## config.mk

```make
export PLATFORM = sky130hd
export DESIGN_NAME = bst_tap
export DESIGN_NICKNAME = d
export VERILOG_FILES = /design/src/hw/bst_tap.v
export VERILOG_INCLUDE_DIRS = /design/src /design/src/shared
export SDC_FILE = /design/constraint.sdc
export NUM_CORES = 1
export LEC_CHECK = 0
export BUFFER_PORTS_ARGS = -buffer_cell sky130_fd_sc_hd__buf_2
export CORE_MARGIN = 5
export CORE_UTILIZATION = 45
export CTS_BUF_LIST = sky130_fd_sc_hd__clkbuf_4
export DETAILED_ROUTE_END_ITERATION = 10
export REMOVE_ABC_BUFFERS = 1
export SYNTH_ARGS = -nofsm -noshare
export SYNTH_HDL_FRONTEND = slang
export SYNTH_SLANG_ARGS = --single-unit
export TNS_END_PERCENT = 10
```

## constraint.sdc

```tcl
create_clock -name clk_in -period 5.3 [get_ports clk_in]
set_clock_uncertainty 0.05 [all_clocks]
set_input_delay 1.325 -clock clk_in [delete_from_list [all_inputs] [get_ports clk_in]]
set_output_delay 1.325 -clock clk_in [all_outputs]
set_load 0.01 [all_outputs]
```

## src/shared/bst_regs.vh

```
// Purpose: constants for the boundary-scan test port
// Assumes: 4-bit instruction field, 32-bit identification word
// Notes:   included by hw/bst_tap.v and by the checker and bench, not the controller model
`ifndef BST_REGS_VH
`define BST_REGS_VH

// Instruction field
`define BST_IR_W          4
`define BST_IR_CAPTURE    4'h1
`define BST_OP_EXTEST     4'h0
`define BST_OP_SAMPLE     4'h1
`define BST_OP_IDCODE     4'h2
`define BST_OP_HIGHZ      4'h3
`define BST_OP_CLAMP      4'h8
`define BST_OP_BYPASS     4'hF
`define BST_OP_RESET      `BST_OP_IDCODE

// Identification word layout
`define BST_ID_W          32
`define BST_ID_REV_MSB    31
`define BST_ID_REV_LSB    28
`define BST_ID_PART_MSB   27
`define BST_ID_PART_LSB   12
`define BST_ID_MFR_MSB    11
`define BST_ID_MFR_LSB    1
`define BST_ID_MARK_BIT   0
`define BST_ID_MARK       1'h1

// Data register select codes
`define BST_SEL_BYPASS    2'h0
`define BST_SEL_CHAIN     2'h1
`define BST_SEL_IDENT     2'h2

// Serial output buffer
`define BST_BUF_DEPTH     2'h2

`endif

```

## src/hw/bst_tap.v

```verilog
// Purpose: boundary-scan test port with state machine, instruction
//          decode, bypass stage, boundary chain and identification word
// Assumes: test clock much slower than clk_in; all test pins sampled
//          through two flip-flops on clk_in
// Notes:   pin outputs are registered, so they follow one cycle late
`timescale 1ns/100ps
`include "bst_regs.vh"

// Behaviour
// - State moves on test-clock rise, by mode-select
// - Five mode-select highs always reach reset state
// - Power-up reset places state in reset
// - Reset state disables all test logic
// - Idle state activates logic only for test instructions
// - Capture-IR loads fixed pattern ending 01
// - Shift-IR shifts instruction; output changes on fall
// - Pause-IR holds instruction shift stage
// - Update-IR latches instruction on falling edge
// - Capture-DR loads register chosen by instruction
// - Data path states mirror instruction path
// - Instruction is a four bit field
// - Decode pin test, sample, identify, bypass codes
// - Decode high impedance and clamp codes
// - Three data registers share serial in, out
// - Bypass stage cleared in Capture-DR when selected
// - Bypass shifting leaves function unaffected
// - Chain: one cell per input, bidirectional pin
// - Chain drives outputs, captures core and pins
// - Identification word 32 bits, read only
// - Identification fields: revision, part, maker, one
// - Pin test drives chain outputs, captures inputs
// - Clamp and high impedance route bypass stage
// - Identification selected after reset
module bst_tap #(
    parameter NUM_IN   = 4,                     // Functional input pins
    parameter NUM_IO   = 4,                     // Bidirectional pins
    parameter [3:0]  ID_REVISION = 4'h1,        // Arbitrary value
    parameter [15:0] ID_PART     = 16'h5A5A,    // Arbitrary value
    parameter [10:0] ID_MAKER    = 11'h2A5      // Arbitrary value
) (
    input  wire              clk_in,            // System clock
    input  wire              rst_in,            // Async power-up reset
    input  wire              tck_in,            // Test clock pin
    input  wire              tms_in,            // Mode select pin
    input  wire              tdi_in,            // Serial data in pin
    output reg               tdo_out,           // Serial data out
    output reg               tdo_oe_out,        // Serial out enable
    input  wire [NUM_IN-1:0] in_pin_in,         // Functional input pins
    input  wire [NUM_IO-1:0] io_pin_in,         // Bidirectional pin level
    input  wire [NUM_IO-1:0] core_io_in,        // Core value for io pins
    input  wire [NUM_IO-1:0] core_oe_in,        // Core enable for io pins
    output reg  [NUM_IO-1:0] io_pin_out,        // Value to io pins
    output reg  [NUM_IO-1:0] io_pin_oe_out,     // Enable to io pins
    output reg               test_mode_out,     // Test logic owns pins
    output reg               idle_active_out,   // Test logic runs in idle
    output reg  [3:0]        instr_out          // Current instruction
);

    // Inputs take the low chain bits, io pins sit above them
    localparam BS_LEN = NUM_IN + NUM_IO;

    localparam [3:0] ST_RESET    = 4'h0;
    localparam [3:0] ST_IDLE     = 4'h1;
    localparam [3:0] ST_SEL_DR   = 4'h2;
    localparam [3:0] ST_CAP_DR   = 4'h3;
    localparam [3:0] ST_SH_DR    = 4'h4;
    localparam [3:0] ST_EX1_DR   = 4'h5;
    localparam [3:0] ST_PAU_DR   = 4'h6;
    localparam [3:0] ST_EX2_DR   = 4'h7;
    localparam [3:0] ST_UPD_DR   = 4'h8;
    localparam [3:0] ST_SEL_IR   = 4'h9;
    localparam [3:0] ST_CAP_IR   = 4'hA;
    localparam [3:0] ST_SH_IR    = 4'hB;
    localparam [3:0] ST_EX1_IR   = 4'hC;
    localparam [3:0] ST_PAU_IR   = 4'hD;
    localparam [3:0] ST_EX2_IR   = 4'hE;
    localparam [3:0] ST_UPD_IR   = 4'hF;

    // Next state of the test-port controller
    function [3:0] step_state;
        input [3:0] st;
        input       tms;
        begin
            case (st)
                ST_RESET:  step_state = tms ? ST_RESET  : ST_IDLE;
                ST_IDLE:   step_state = tms ? ST_SEL_DR : ST_IDLE;
                ST_SEL_DR: step_state = tms ? ST_SEL_IR : ST_CAP_DR;
                ST_CAP_DR: step_state = tms ? ST_EX1_DR : ST_SH_DR;
                ST_SH_DR:  step_state = tms ? ST_EX1_DR : ST_SH_DR;
                ST_EX1_DR: step_state = tms ? ST_UPD_DR : ST_PAU_DR;
                ST_PAU_DR: step_state = tms ? ST_EX2_DR : ST_PAU_DR;
                ST_EX2_DR: step_state = tms ? ST_UPD_DR : ST_SH_DR;
                ST_UPD_DR: step_state = tms ? ST_SEL_DR : ST_IDLE;
                ST_SEL_IR: step_state = tms ? ST_RESET  : ST_CAP_IR;
                ST_CAP_IR: step_state = tms ? ST_EX1_IR : ST_SH_IR;
                ST_SH_IR:  step_state = tms ? ST_EX1_IR : ST_SH_IR;
                ST_EX1_IR: step_state = tms ? ST_UPD_IR : ST_PAU_IR;
                ST_PAU_IR: step_state = tms ? ST_EX2_IR : ST_PAU_IR;
                ST_EX2_IR: step_state = tms ? ST_UPD_IR : ST_SH_IR;
                ST_UPD_IR: step_state = tms ? ST_SEL_DR : ST_IDLE;
                default:   step_state = ST_RESET;
            endcase
        end
    endfunction

    // Data register chosen by an instruction
    // Reserved codes fall back to the bypass stage
    function [1:0] dr_select;
        input [3:0] op;
        begin
            case (op)
                `BST_OP_EXTEST: dr_select = `BST_SEL_CHAIN;
                `BST_OP_SAMPLE: dr_select = `BST_SEL_CHAIN;
                `BST_OP_IDCODE: dr_select = `BST_SEL_IDENT;
                `BST_OP_HIGHZ:  dr_select = `BST_SEL_BYPASS;
                `BST_OP_CLAMP:  dr_select = `BST_SEL_BYPASS;
                default:        dr_select = `BST_SEL_BYPASS;
            endcase
        end
    endfunction

    // Pins take their values from the chain under these instructions
    function owns_pins;
        input [3:0] op;
        begin
            owns_pins = (op == `BST_OP_EXTEST) ||
                        (op == `BST_OP_CLAMP)  ||
                        (op == `BST_OP_HIGHZ);
        end
    endfunction

    // Input synchronisers; reset levels match the idle pins,
    // so no false test-clock edge follows reset
    reg              tck_m;
    reg              tck_s;
    reg              tck_d;
    reg              tms_m;
    reg              tms_s;
    reg              tdi_m;
    reg              tdi_s;
    reg [NUM_IN-1:0] in_m;
    reg [NUM_IN-1:0] in_s;
    reg [NUM_IO-1:0] io_m;
    reg [NUM_IO-1:0] io_s;

    always @(posedge clk_in or posedge rst_in) begin
        if (rst_in) begin
            tck_m <= 1'b0;
            tck_s <= 1'b0;
            tck_d <= 1'b0;
            tms_m <= 1'b1;
            tms_s <= 1'b1;
            tdi_m <= 1'b1;
            tdi_s <= 1'b1;
            in_m  <= {NUM_IN{1'b0}};
            in_s  <= {NUM_IN{1'b0}};
            io_m  <= {NUM_IO{1'b0}};
            io_s  <= {NUM_IO{1'b0}};
        end else begin
            tck_m <= tck_in;
            tck_s <= tck_m;
            tck_d <= tck_s;
            tms_m <= tms_in;
            tms_s <= tms_m;
            tdi_m <= tdi_in;
            tdi_s <= tdi_m;
            in_m  <= in_pin_in;
            in_s  <= in_m;
            io_m  <= io_pin_in;
            io_s  <= io_m;
        end
    end

    wire tck_rise = tck_s & ~tck_d;
    wire tck_fall = ~tck_s & tck_d;

    // Serial output buffer, two entries
    // Drains only while the test clock is low
    reg [1:0] buf_data;
    reg       buf_wr;
    reg       buf_rd;
    reg [1:0] buf_count;
    wire      buf_full  = (buf_count == `BST_BUF_DEPTH);
    wire      buf_in_rdy = ~buf_full;
    wire      buf_out_vld = (buf_count != 2'h0);
    wire      buf_out_rdy = ~tck_s;

    // A rising edge is acted on only while the buffer has room
    // (never refused while rises and falls alternate)
    wire      advance = tck_rise & buf_in_rdy;

    reg [3:0]        state;
    reg [3:0]        ir_shift;
    reg [3:0]        instruction_hold;
    reg              bypass_stage;
    reg [BS_LEN-1:0] boundary_chain;
    reg [BS_LEN-1:0] chain_update;
    reg [31:0]       id_shift;

    wire [1:0] sel = dr_select(instruction_hold);
    wire       shifting = (state == ST_SH_IR) || (state == ST_SH_DR);
    // Pin test reads back the levels that the chain drives
    wire       pin_test = (instruction_hold == `BST_OP_EXTEST);

    wire [31:0] identification_word;
    assign identification_word[`BST_ID_REV_MSB:`BST_ID_REV_LSB]   =
        ID_REVISION;
    assign identification_word[`BST_ID_PART_MSB:`BST_ID_PART_LSB] =
        ID_PART;
    assign identification_word[`BST_ID_MFR_MSB:`BST_ID_MFR_LSB]   =
        ID_MAKER;
    assign identification_word[`BST_ID_MARK_BIT] = `BST_ID_MARK;

    // Boundary cell capture values
    wire [BS_LEN-1:0] chain_capture;
    genvar gi;
    generate
        for (gi = 0; gi < NUM_IN; gi = gi + 1) begin : g_in_cell
            assign chain_capture[gi] = in_s[gi];
        end
        for (gi = 0; gi < NUM_IO; gi = gi + 1) begin : g_io_cell
            // Shared cell: core value when the core drives, else pin
            // level; pin test always reads the pin back
            assign chain_capture[NUM_IN + gi] =
                (core_oe_in[gi] && !pin_test) ? core_io_in[gi]
                                              : io_s[gi];
        end
    endgenerate

    // Bit leaving the selected path toward the serial output
    reg serial_bit;
    always @* begin
        serial_bit = bypass_stage;
        if (state == ST_SH_IR) begin
            serial_bit = ir_shift[0];
        end else begin
            case (sel)
                `BST_SEL_CHAIN: serial_bit = boundary_chain[0];
                `BST_SEL_IDENT: serial_bit = id_shift[0];
                default:        serial_bit = bypass_stage;
            endcase
        end
    end

    // Controller and rising-edge register actions
    always @(posedge clk_in or posedge rst_in) begin
        if (rst_in) begin
            state          <= ST_RESET;
            ir_shift       <= `BST_IR_CAPTURE;
            bypass_stage   <= 1'b0;
            boundary_chain <= {BS_LEN{1'b0}};
            id_shift       <= {`BST_ID_W{1'b0}};
        end else if (advance) begin
            state <= step_state(state, tms_s);
            case (state)
                ST_CAP_IR: ir_shift <= `BST_IR_CAPTURE;
                ST_SH_IR:  ir_shift <= {tdi_s, ir_shift[3:1]};
                ST_CAP_DR: begin
                    case (sel)
                        `BST_SEL_CHAIN:
                            boundary_chain <= chain_capture;
                        `BST_SEL_IDENT:
                            id_shift <= identification_word;
                        default:
                            bypass_stage <= 1'b0;
                    endcase
                end
                ST_SH_DR: begin
                    case (sel)
                        `BST_SEL_CHAIN:
                            boundary_chain <= {tdi_s,
                                boundary_chain[BS_LEN-1:1]};
                        `BST_SEL_IDENT:
                            id_shift <= {tdi_s, id_shift[31:1]};
                        default:
                            bypass_stage <= tdi_s;
                    endcase
                end
                default: begin
                    // Pause and exit states hold the shift stages
                    ir_shift <= ir_shift;
                end
            endcase
        end
    end

    // Falling-edge updates
    // Reset state reloads the identify instruction each cycle
    always @(posedge clk_in or posedge rst_in) begin
        if (rst_in) begin
            instruction_hold <= `BST_OP_RESET;
            chain_update     <= {BS_LEN{1'b0}};
        end else if (state == ST_RESET) begin
            instruction_hold <= `BST_OP_RESET;
        end else if (tck_fall) begin
            if (state == ST_UPD_IR) begin
                instruction_hold <= ir_shift;
            end
            if (state == ST_UPD_DR && sel == `BST_SEL_CHAIN) begin
                chain_update <= boundary_chain;
            end
        end
    end

    // Serial output buffer fill and drain
    wire push = tck_fall & shifting & buf_in_rdy;
    wire pop  = buf_out_vld & buf_out_rdy;

    always @(posedge clk_in or posedge rst_in) begin
        if (rst_in) begin
            buf_data   <= 2'h0;
            buf_wr     <= 1'b0;
            buf_rd     <= 1'b0;
            buf_count  <= 2'h0;
            tdo_out    <= 1'b0;
            tdo_oe_out <= 1'b0;
        end else begin
            if (push) begin
                buf_data[buf_wr] <= serial_bit;
                buf_wr <= ~buf_wr;
            end
            if (pop) begin
                tdo_out <= buf_data[buf_rd];
                buf_rd  <= ~buf_rd;
            end
            case ({push, pop})
                2'b10:   buf_count <= buf_count + 2'h1;
                2'b01:   buf_count <= buf_count - 2'h1;
                default: buf_count <= buf_count;
            endcase
            // Enable stays up after the rise into Exit1 until the fall in Exit1
            if (tck_fall) begin
                tdo_oe_out <= shifting;
            end
        end
    end

    // Pin control and status outputs
    // High impedance keeps the update value but drops enables
    integer k;
    always @(posedge clk_in or posedge rst_in) begin
        if (rst_in) begin
            io_pin_out      <= {NUM_IO{1'b0}};
            io_pin_oe_out   <= {NUM_IO{1'b0}};
            test_mode_out   <= 1'b0;
            idle_active_out <= 1'b0;
            instr_out       <= `BST_OP_RESET;
        end else begin
            instr_out <= instruction_hold;
            test_mode_out <= (state != ST_RESET) &&
                             owns_pins(instruction_hold);
            idle_active_out <= (state == ST_IDLE) &&
                               owns_pins(instruction_hold);
            for (k = 0; k < NUM_IO; k = k + 1) begin
                if (state == ST_RESET ||
                    !owns_pins(instruction_hold)) begin
                    io_pin_out[k]    <= core_io_in[k];
                    io_pin_oe_out[k] <= core_oe_in[k];
                end else if (instruction_hold == `BST_OP_HIGHZ) begin
                    io_pin_out[k]    <= chain_update[NUM_IN + k];
                    io_pin_oe_out[k] <= 1'b0;
                end else begin
                    io_pin_out[k]    <= chain_update[NUM_IN + k];
                    io_pin_oe_out[k] <= 1'b1;
                end
            end
        end
    end

endmodule // bst_tap

```

==> results.md <==
Layout:
- The number of antenna diodes in the final layout is 0.
- The utilization of the core after routing is 50.6%.
- Compared with the post-synthesis result, the final layout area differs by 9.66%.
- The proportion of layout cells with a drive suffix above 1 is 21.5%.
- The finished layout holds 533 standard cells, fillers aside.
- The net count reported at finish is 423.

Synth:
- In the synthesized netlist the async set-or-reset flop fraction comes to 100%.
- The count of unique library cells instantiated by Yosys is 47.
- The most used flip-flop cell after synthesis is sky130_fd_sc_hd__dfrtp_1.
- In this run the biggest area consumer among cell types represents 55.4% of the synthesized area.
- A synthesized cell averages 11.5 sq um.
- Synthesis handed over a netlist of 373 instances.
- After synthesis the cells add up to 4290 sq um.
- Counting flops with a built-in enable in the synthesized netlist gives 0.
- The most common cell in the synthesized netlist is sky130_fd_sc_hd__dfrtp_1.
- The Yosys step of the flow raised 0 warnings.
- By count the netlist is led by sky130_fd_sc_hd__dfrtp_1 (95), sky130_fd_sc_hd__nand2_1 (26), sky130_fd_sc_hd__nor2_1 (26), sky130_fd_sc_hd__a21oi_1 (25), sky130_fd_sc_hd__mux2i_1 (23).
- Sorting the synthesized cells by area gives the leading types as sky130_fd_sc_hd__dfrtp_1 (55%), sky130_fd_sc_hd__mux2i_1 (5.4%), sky130_fd_sc_hd__mux2_2 (4.5%), sky130_fd_sc_hd__dfstp_2 (4.3%), sky130_fd_sc_hd__a21oi_1 (2.9%).
- The dominant cell type by area after synthesis is sky130_fd_sc_hd__dfrtp_1.
- Sequential elements use 59.7% of the synthesized area.
- In this run, synthesis produced a sequential element count of 102.

STA:
- The count of final max-slew check failures was 0.
- Setup violations remaining at the end of the flow were counted as 0.
- The relative max-transition margin is 19.2%.
- The worst path needs 3.16 ns of the cycle, external delays included.
- Setup repair after global routing left no endpoint under its margin.
- The timing-limited maximum frequency is 0.317 GHz.
- The worst path uses 59.6% of the clock period.
- For the final routed database, the setup TNS stands at 0 ns.
- The slew of the pin with the lowest slew margin is 1.20 ns.
- The number of endpoints with negative hold slack in the final report is 0.

Clock network:
- After clock tree synthesis, the clock-pin slew on the worst setup and hold paths is 0.17 ns.
- The number of instances resized during post-cts repair is 0.
- The post-CTS setup buffer count is 0.
- The cts-stage hold buffer count is 0.
- TritonCTS built the clock tree.
- The clock tree synthesis step divided the H-tree into 3 levels.
- The source-to-sink clock delay at the later pin of the worst-skew pair is 0.45 ns.
- The maximum root-to-sink buffer count is 2.
- The number of buffers created by CTS is 9.
- The library cell used as clock root buffer is sky130_fd_sc_hd__clkbuf_4.
- The tree built by TritonCTS fans out to 102 sinks.

Setup path:
- The count of buffering cells on the critical path with inverters included is 1.
- The master of the slowest instance on the critical path is sky130_fd_sc_hd__ha_1.
- The worst register-to-register path begins at instruction_hold[1].
- The startpoint of the worst setup timing path is instruction_hold[1].
- The signal on the critical path passes through nand2b_1 > or3_1 > inv_1 > ha_1 > nand2_2 > mux2_2.
- The number of stages on the worst setup path is 6.
- The setup slack of the worst register-to-register path is 2.14 ns.
- In this design, the stage delay of the slowest critical-path cell is 0.83 ns.
- The endpoint identified for the worst register-to-register timing path is id_shift[4].
- Along the worst path, the maximum fanout reaches 32.
- The critical path endpoint category is a flop.
- The number of cells on the worst reg-to-reg path is 6.
- The type of the worst setup path is reg2reg.
- In this run the worst setup path terminates at id_shift[4].
- The worst setup path is launched from a flop.
- STA puts the critical path data required time at 5.60 ns.
- The arrival time of the worst setup path is 3.46 ns.
- The kind of cell adding the most delay to the critical path is simple AND/OR/NAND/NOR gates.

Floorplan:
- From left edge to right edge, the die measures 108 microns.
- The core region is 9280 sq um.
- The overall die height is 108 microns.
- The row count is 35.
- The area of the die is 11600 sq um.
- The effective utilization at floorplan is 46.2%.
- The top-level port count is 37.

Route:
- After the first detailed-routing iteration, the DRC count stood at 141.
- The number of search-and-repair iterations in the first detailed-routing pass is 4.
- The number of remaining DRC errors is 0.
- The count of nets left with antenna violations once routing finished came out at 0.
- The count of vias placed by the detailed router is 2820.
- In the routed layout, each cell is associated on average with a via count of 5.29.
- The average wire length per cell after detail routing is 15.4 microns.
- For this block, the routed nets add up to 8.20 mm of wire.

Job:
- The reported max-cap violation count is 0.

Outcome:
- The run finished with clean final reports.

Global route:
- The number of antenna violations at the first check in global routing was 0.
- The via count of the first global-routing pass is 2913.
- For this run the aggregate overflow at the end of global routing stands at 0.
- Entering global routing, the biggest net connects 78 pins.
- Across every metal layer, demand over resource in global routing totals 15.6%.
- The wire length of the first global-routing pass is 14.4 mm.

Power and ir drop:
- The maximum VDD drop is 0.000166 V.
- Dividing total power by cell area gives a power density of 413 nW/um^2.
- The total power draw is 1.94 mW.
- The leakage power of the design is 2.13 nW.

Place:
- The global placer's final weighted congestion is 0.819.
- After detailed placement, the design holds a cell count of 517.
- The detailed placer's ending HPWL is 5.38 mm.
- The number of port buffers is 36.

Worst hold path:
- The classification of the worst-slack hold path is reg2reg.
## per-stage QoR
step           hold WS (ns)  worst slack, ns  instance area, sq um
2_1_floorplan         0.281             1.26                  4180
3_3_place_gp          0.282             2.26                  4560
3_5_place_dp          0.286             2.16                  4560
4_1_cts               0.319             2.14                  4700
5_1_grt               0.325             1.85                  4700
6_report              0.318             2.14                  4700
## registers in the layout, summed over array words and instances, names as in the netlist, 2 cells and up
name / cells
id_shift: 32
boundary_chain: 8
chain_update: 4
in_m: 4
in_s: 4
instr_out: 4
instruction_hold: 4
io_m: 4
io_pin_oe_out: 4
io_pin_out: 4
io_s: 4
ir_shift: 4
state: 4
buf_count: 2
buf_data: 2
## power breakdown
part	total [mW]	leakage, nW	switching (mW)	internal [mW]
Clock	0.405	0.0713	0.292	0.113
Sequential	1.05	1.25	0.130	0.924
Combinational	0.480	0.808	0.271	0.209
Total	1.94	2.13	0.693	1.25
## cell usage in the layout, fill, tap and decap left out, types with 2 or more instances in the layout
cell	count
sky130_fd_sc_hd__nand2_1	26
sky130_fd_sc_hd__a22o_1	3
sky130_fd_sc_hd__nor4_1	4
sky130_fd_sc_hd__clkbuf_4	9
sky130_fd_sc_hd__a211oi_1	6
sky130_fd_sc_hd__dfrtp_1	95
sky130_fd_sc_hd__clkinvlp_4	2
sky130_fd_sc_hd__ha_1	3
sky130_fd_sc_hd__mux2i_1	23
sky130_fd_sc_hd__a211o_1	2
sky130_fd_sc_hd__a21oi_1	25
sky130_fd_sc_hd__a21o_1	5
sky130_fd_sc_hd__buf_4	4
sky130_fd_sc_hd__a31oi_1	8
sky130_fd_sc_hd__dfstp_2	7
sky130_fd_sc_hd__nand3_1	7
sky130_fd_sc_hd__o221ai_1	2
sky130_fd_sc_hd__nor3_1	4
sky130_fd_sc_hd__mux2_2	17
sky130_fd_sc_hd__inv_1	21
sky130_fd_sc_hd__o31ai_1	3
sky130_fd_sc_hd__xnor2_1	5
sky130_fd_sc_hd__nand2b_1	5
sky130_fd_sc_hd__a41oi_1	8
sky130_fd_sc_hd__o41ai_1	4
sky130_fd_sc_hd__nor2b_1	4
sky130_fd_sc_hd__or3_1	3
sky130_fd_sc_hd__inv_8	3
sky130_fd_sc_hd__o21ai_0	12
sky130_fd_sc_hd__buf_2	36
sky130_fd_sc_hd__nor2_1	26
sky130_fd_sc_hd__o2111ai_1	2
## kinds of logic after synthesis
kind of cell / Yosys count / share of synthesized area, %
DFF: 102 / 59.7
and+or+nand+nor: 89 / 10.0
AOI/OAI and AO/OA: 86 / 13.9
buffers and inverters: 47 / 4.44
muxes: 40 / 9.83
xor gates and xnor gates: 6 / 1.23
adders and majority gates: 3 / 0.875
## routing by layer
metal / GRT usage (%) / up-vias / part of all wire (%)
li1: - / 1368 / -
met1: 22.1 / 1402 / 48
met2: 24.2 / 42 / 47
met3: 4.08 / 8 / 3.4
met4: 3.25 / 0 / 1.0
met5: 0 / - / 0
## area by class of cell
| class | count | area [sq um] |
|---|---|---|
| Clock inverter | 7 | 73.8 |
| Sequential cell | 102 | 2560 |
| Tap cell | 129 | 161 |
| Inverter | 22 | 85.1 |
| Clock buffer | 9 | 67.6 |
| Fill cell | 865 | 4580 |
| Multi-Input combinational cell | 224 | 1540 |
| Timing Repair Buffer | 40 | 210 |
## worst min-delay path by stage
stage	from	to	slack [ns]	cells past startpoint
after floorplan	in_m[0]	in_s[0]	0.28	0
after global placement	in_m[2]	in_s[2]	0.28	0
after detailed placement	in_m[2]	in_s[2]	0.29	0
after CTS	tms_m	tms_s	0.32	0
after global routing	tms_m	tms_s	0.32	0
final	tms_m	tms_s	0.32	0
## worst reg2reg max path: cells and delay by family, from the launching register on
family,cells,cell delay [ns]
mux,1,0.44
simple gates,3,1.01
fa+ha+maj,1,0.83
buf+inv,1,0.07
flops,1,0.66
Note: power is estimated with default switching activity, not from simulation.
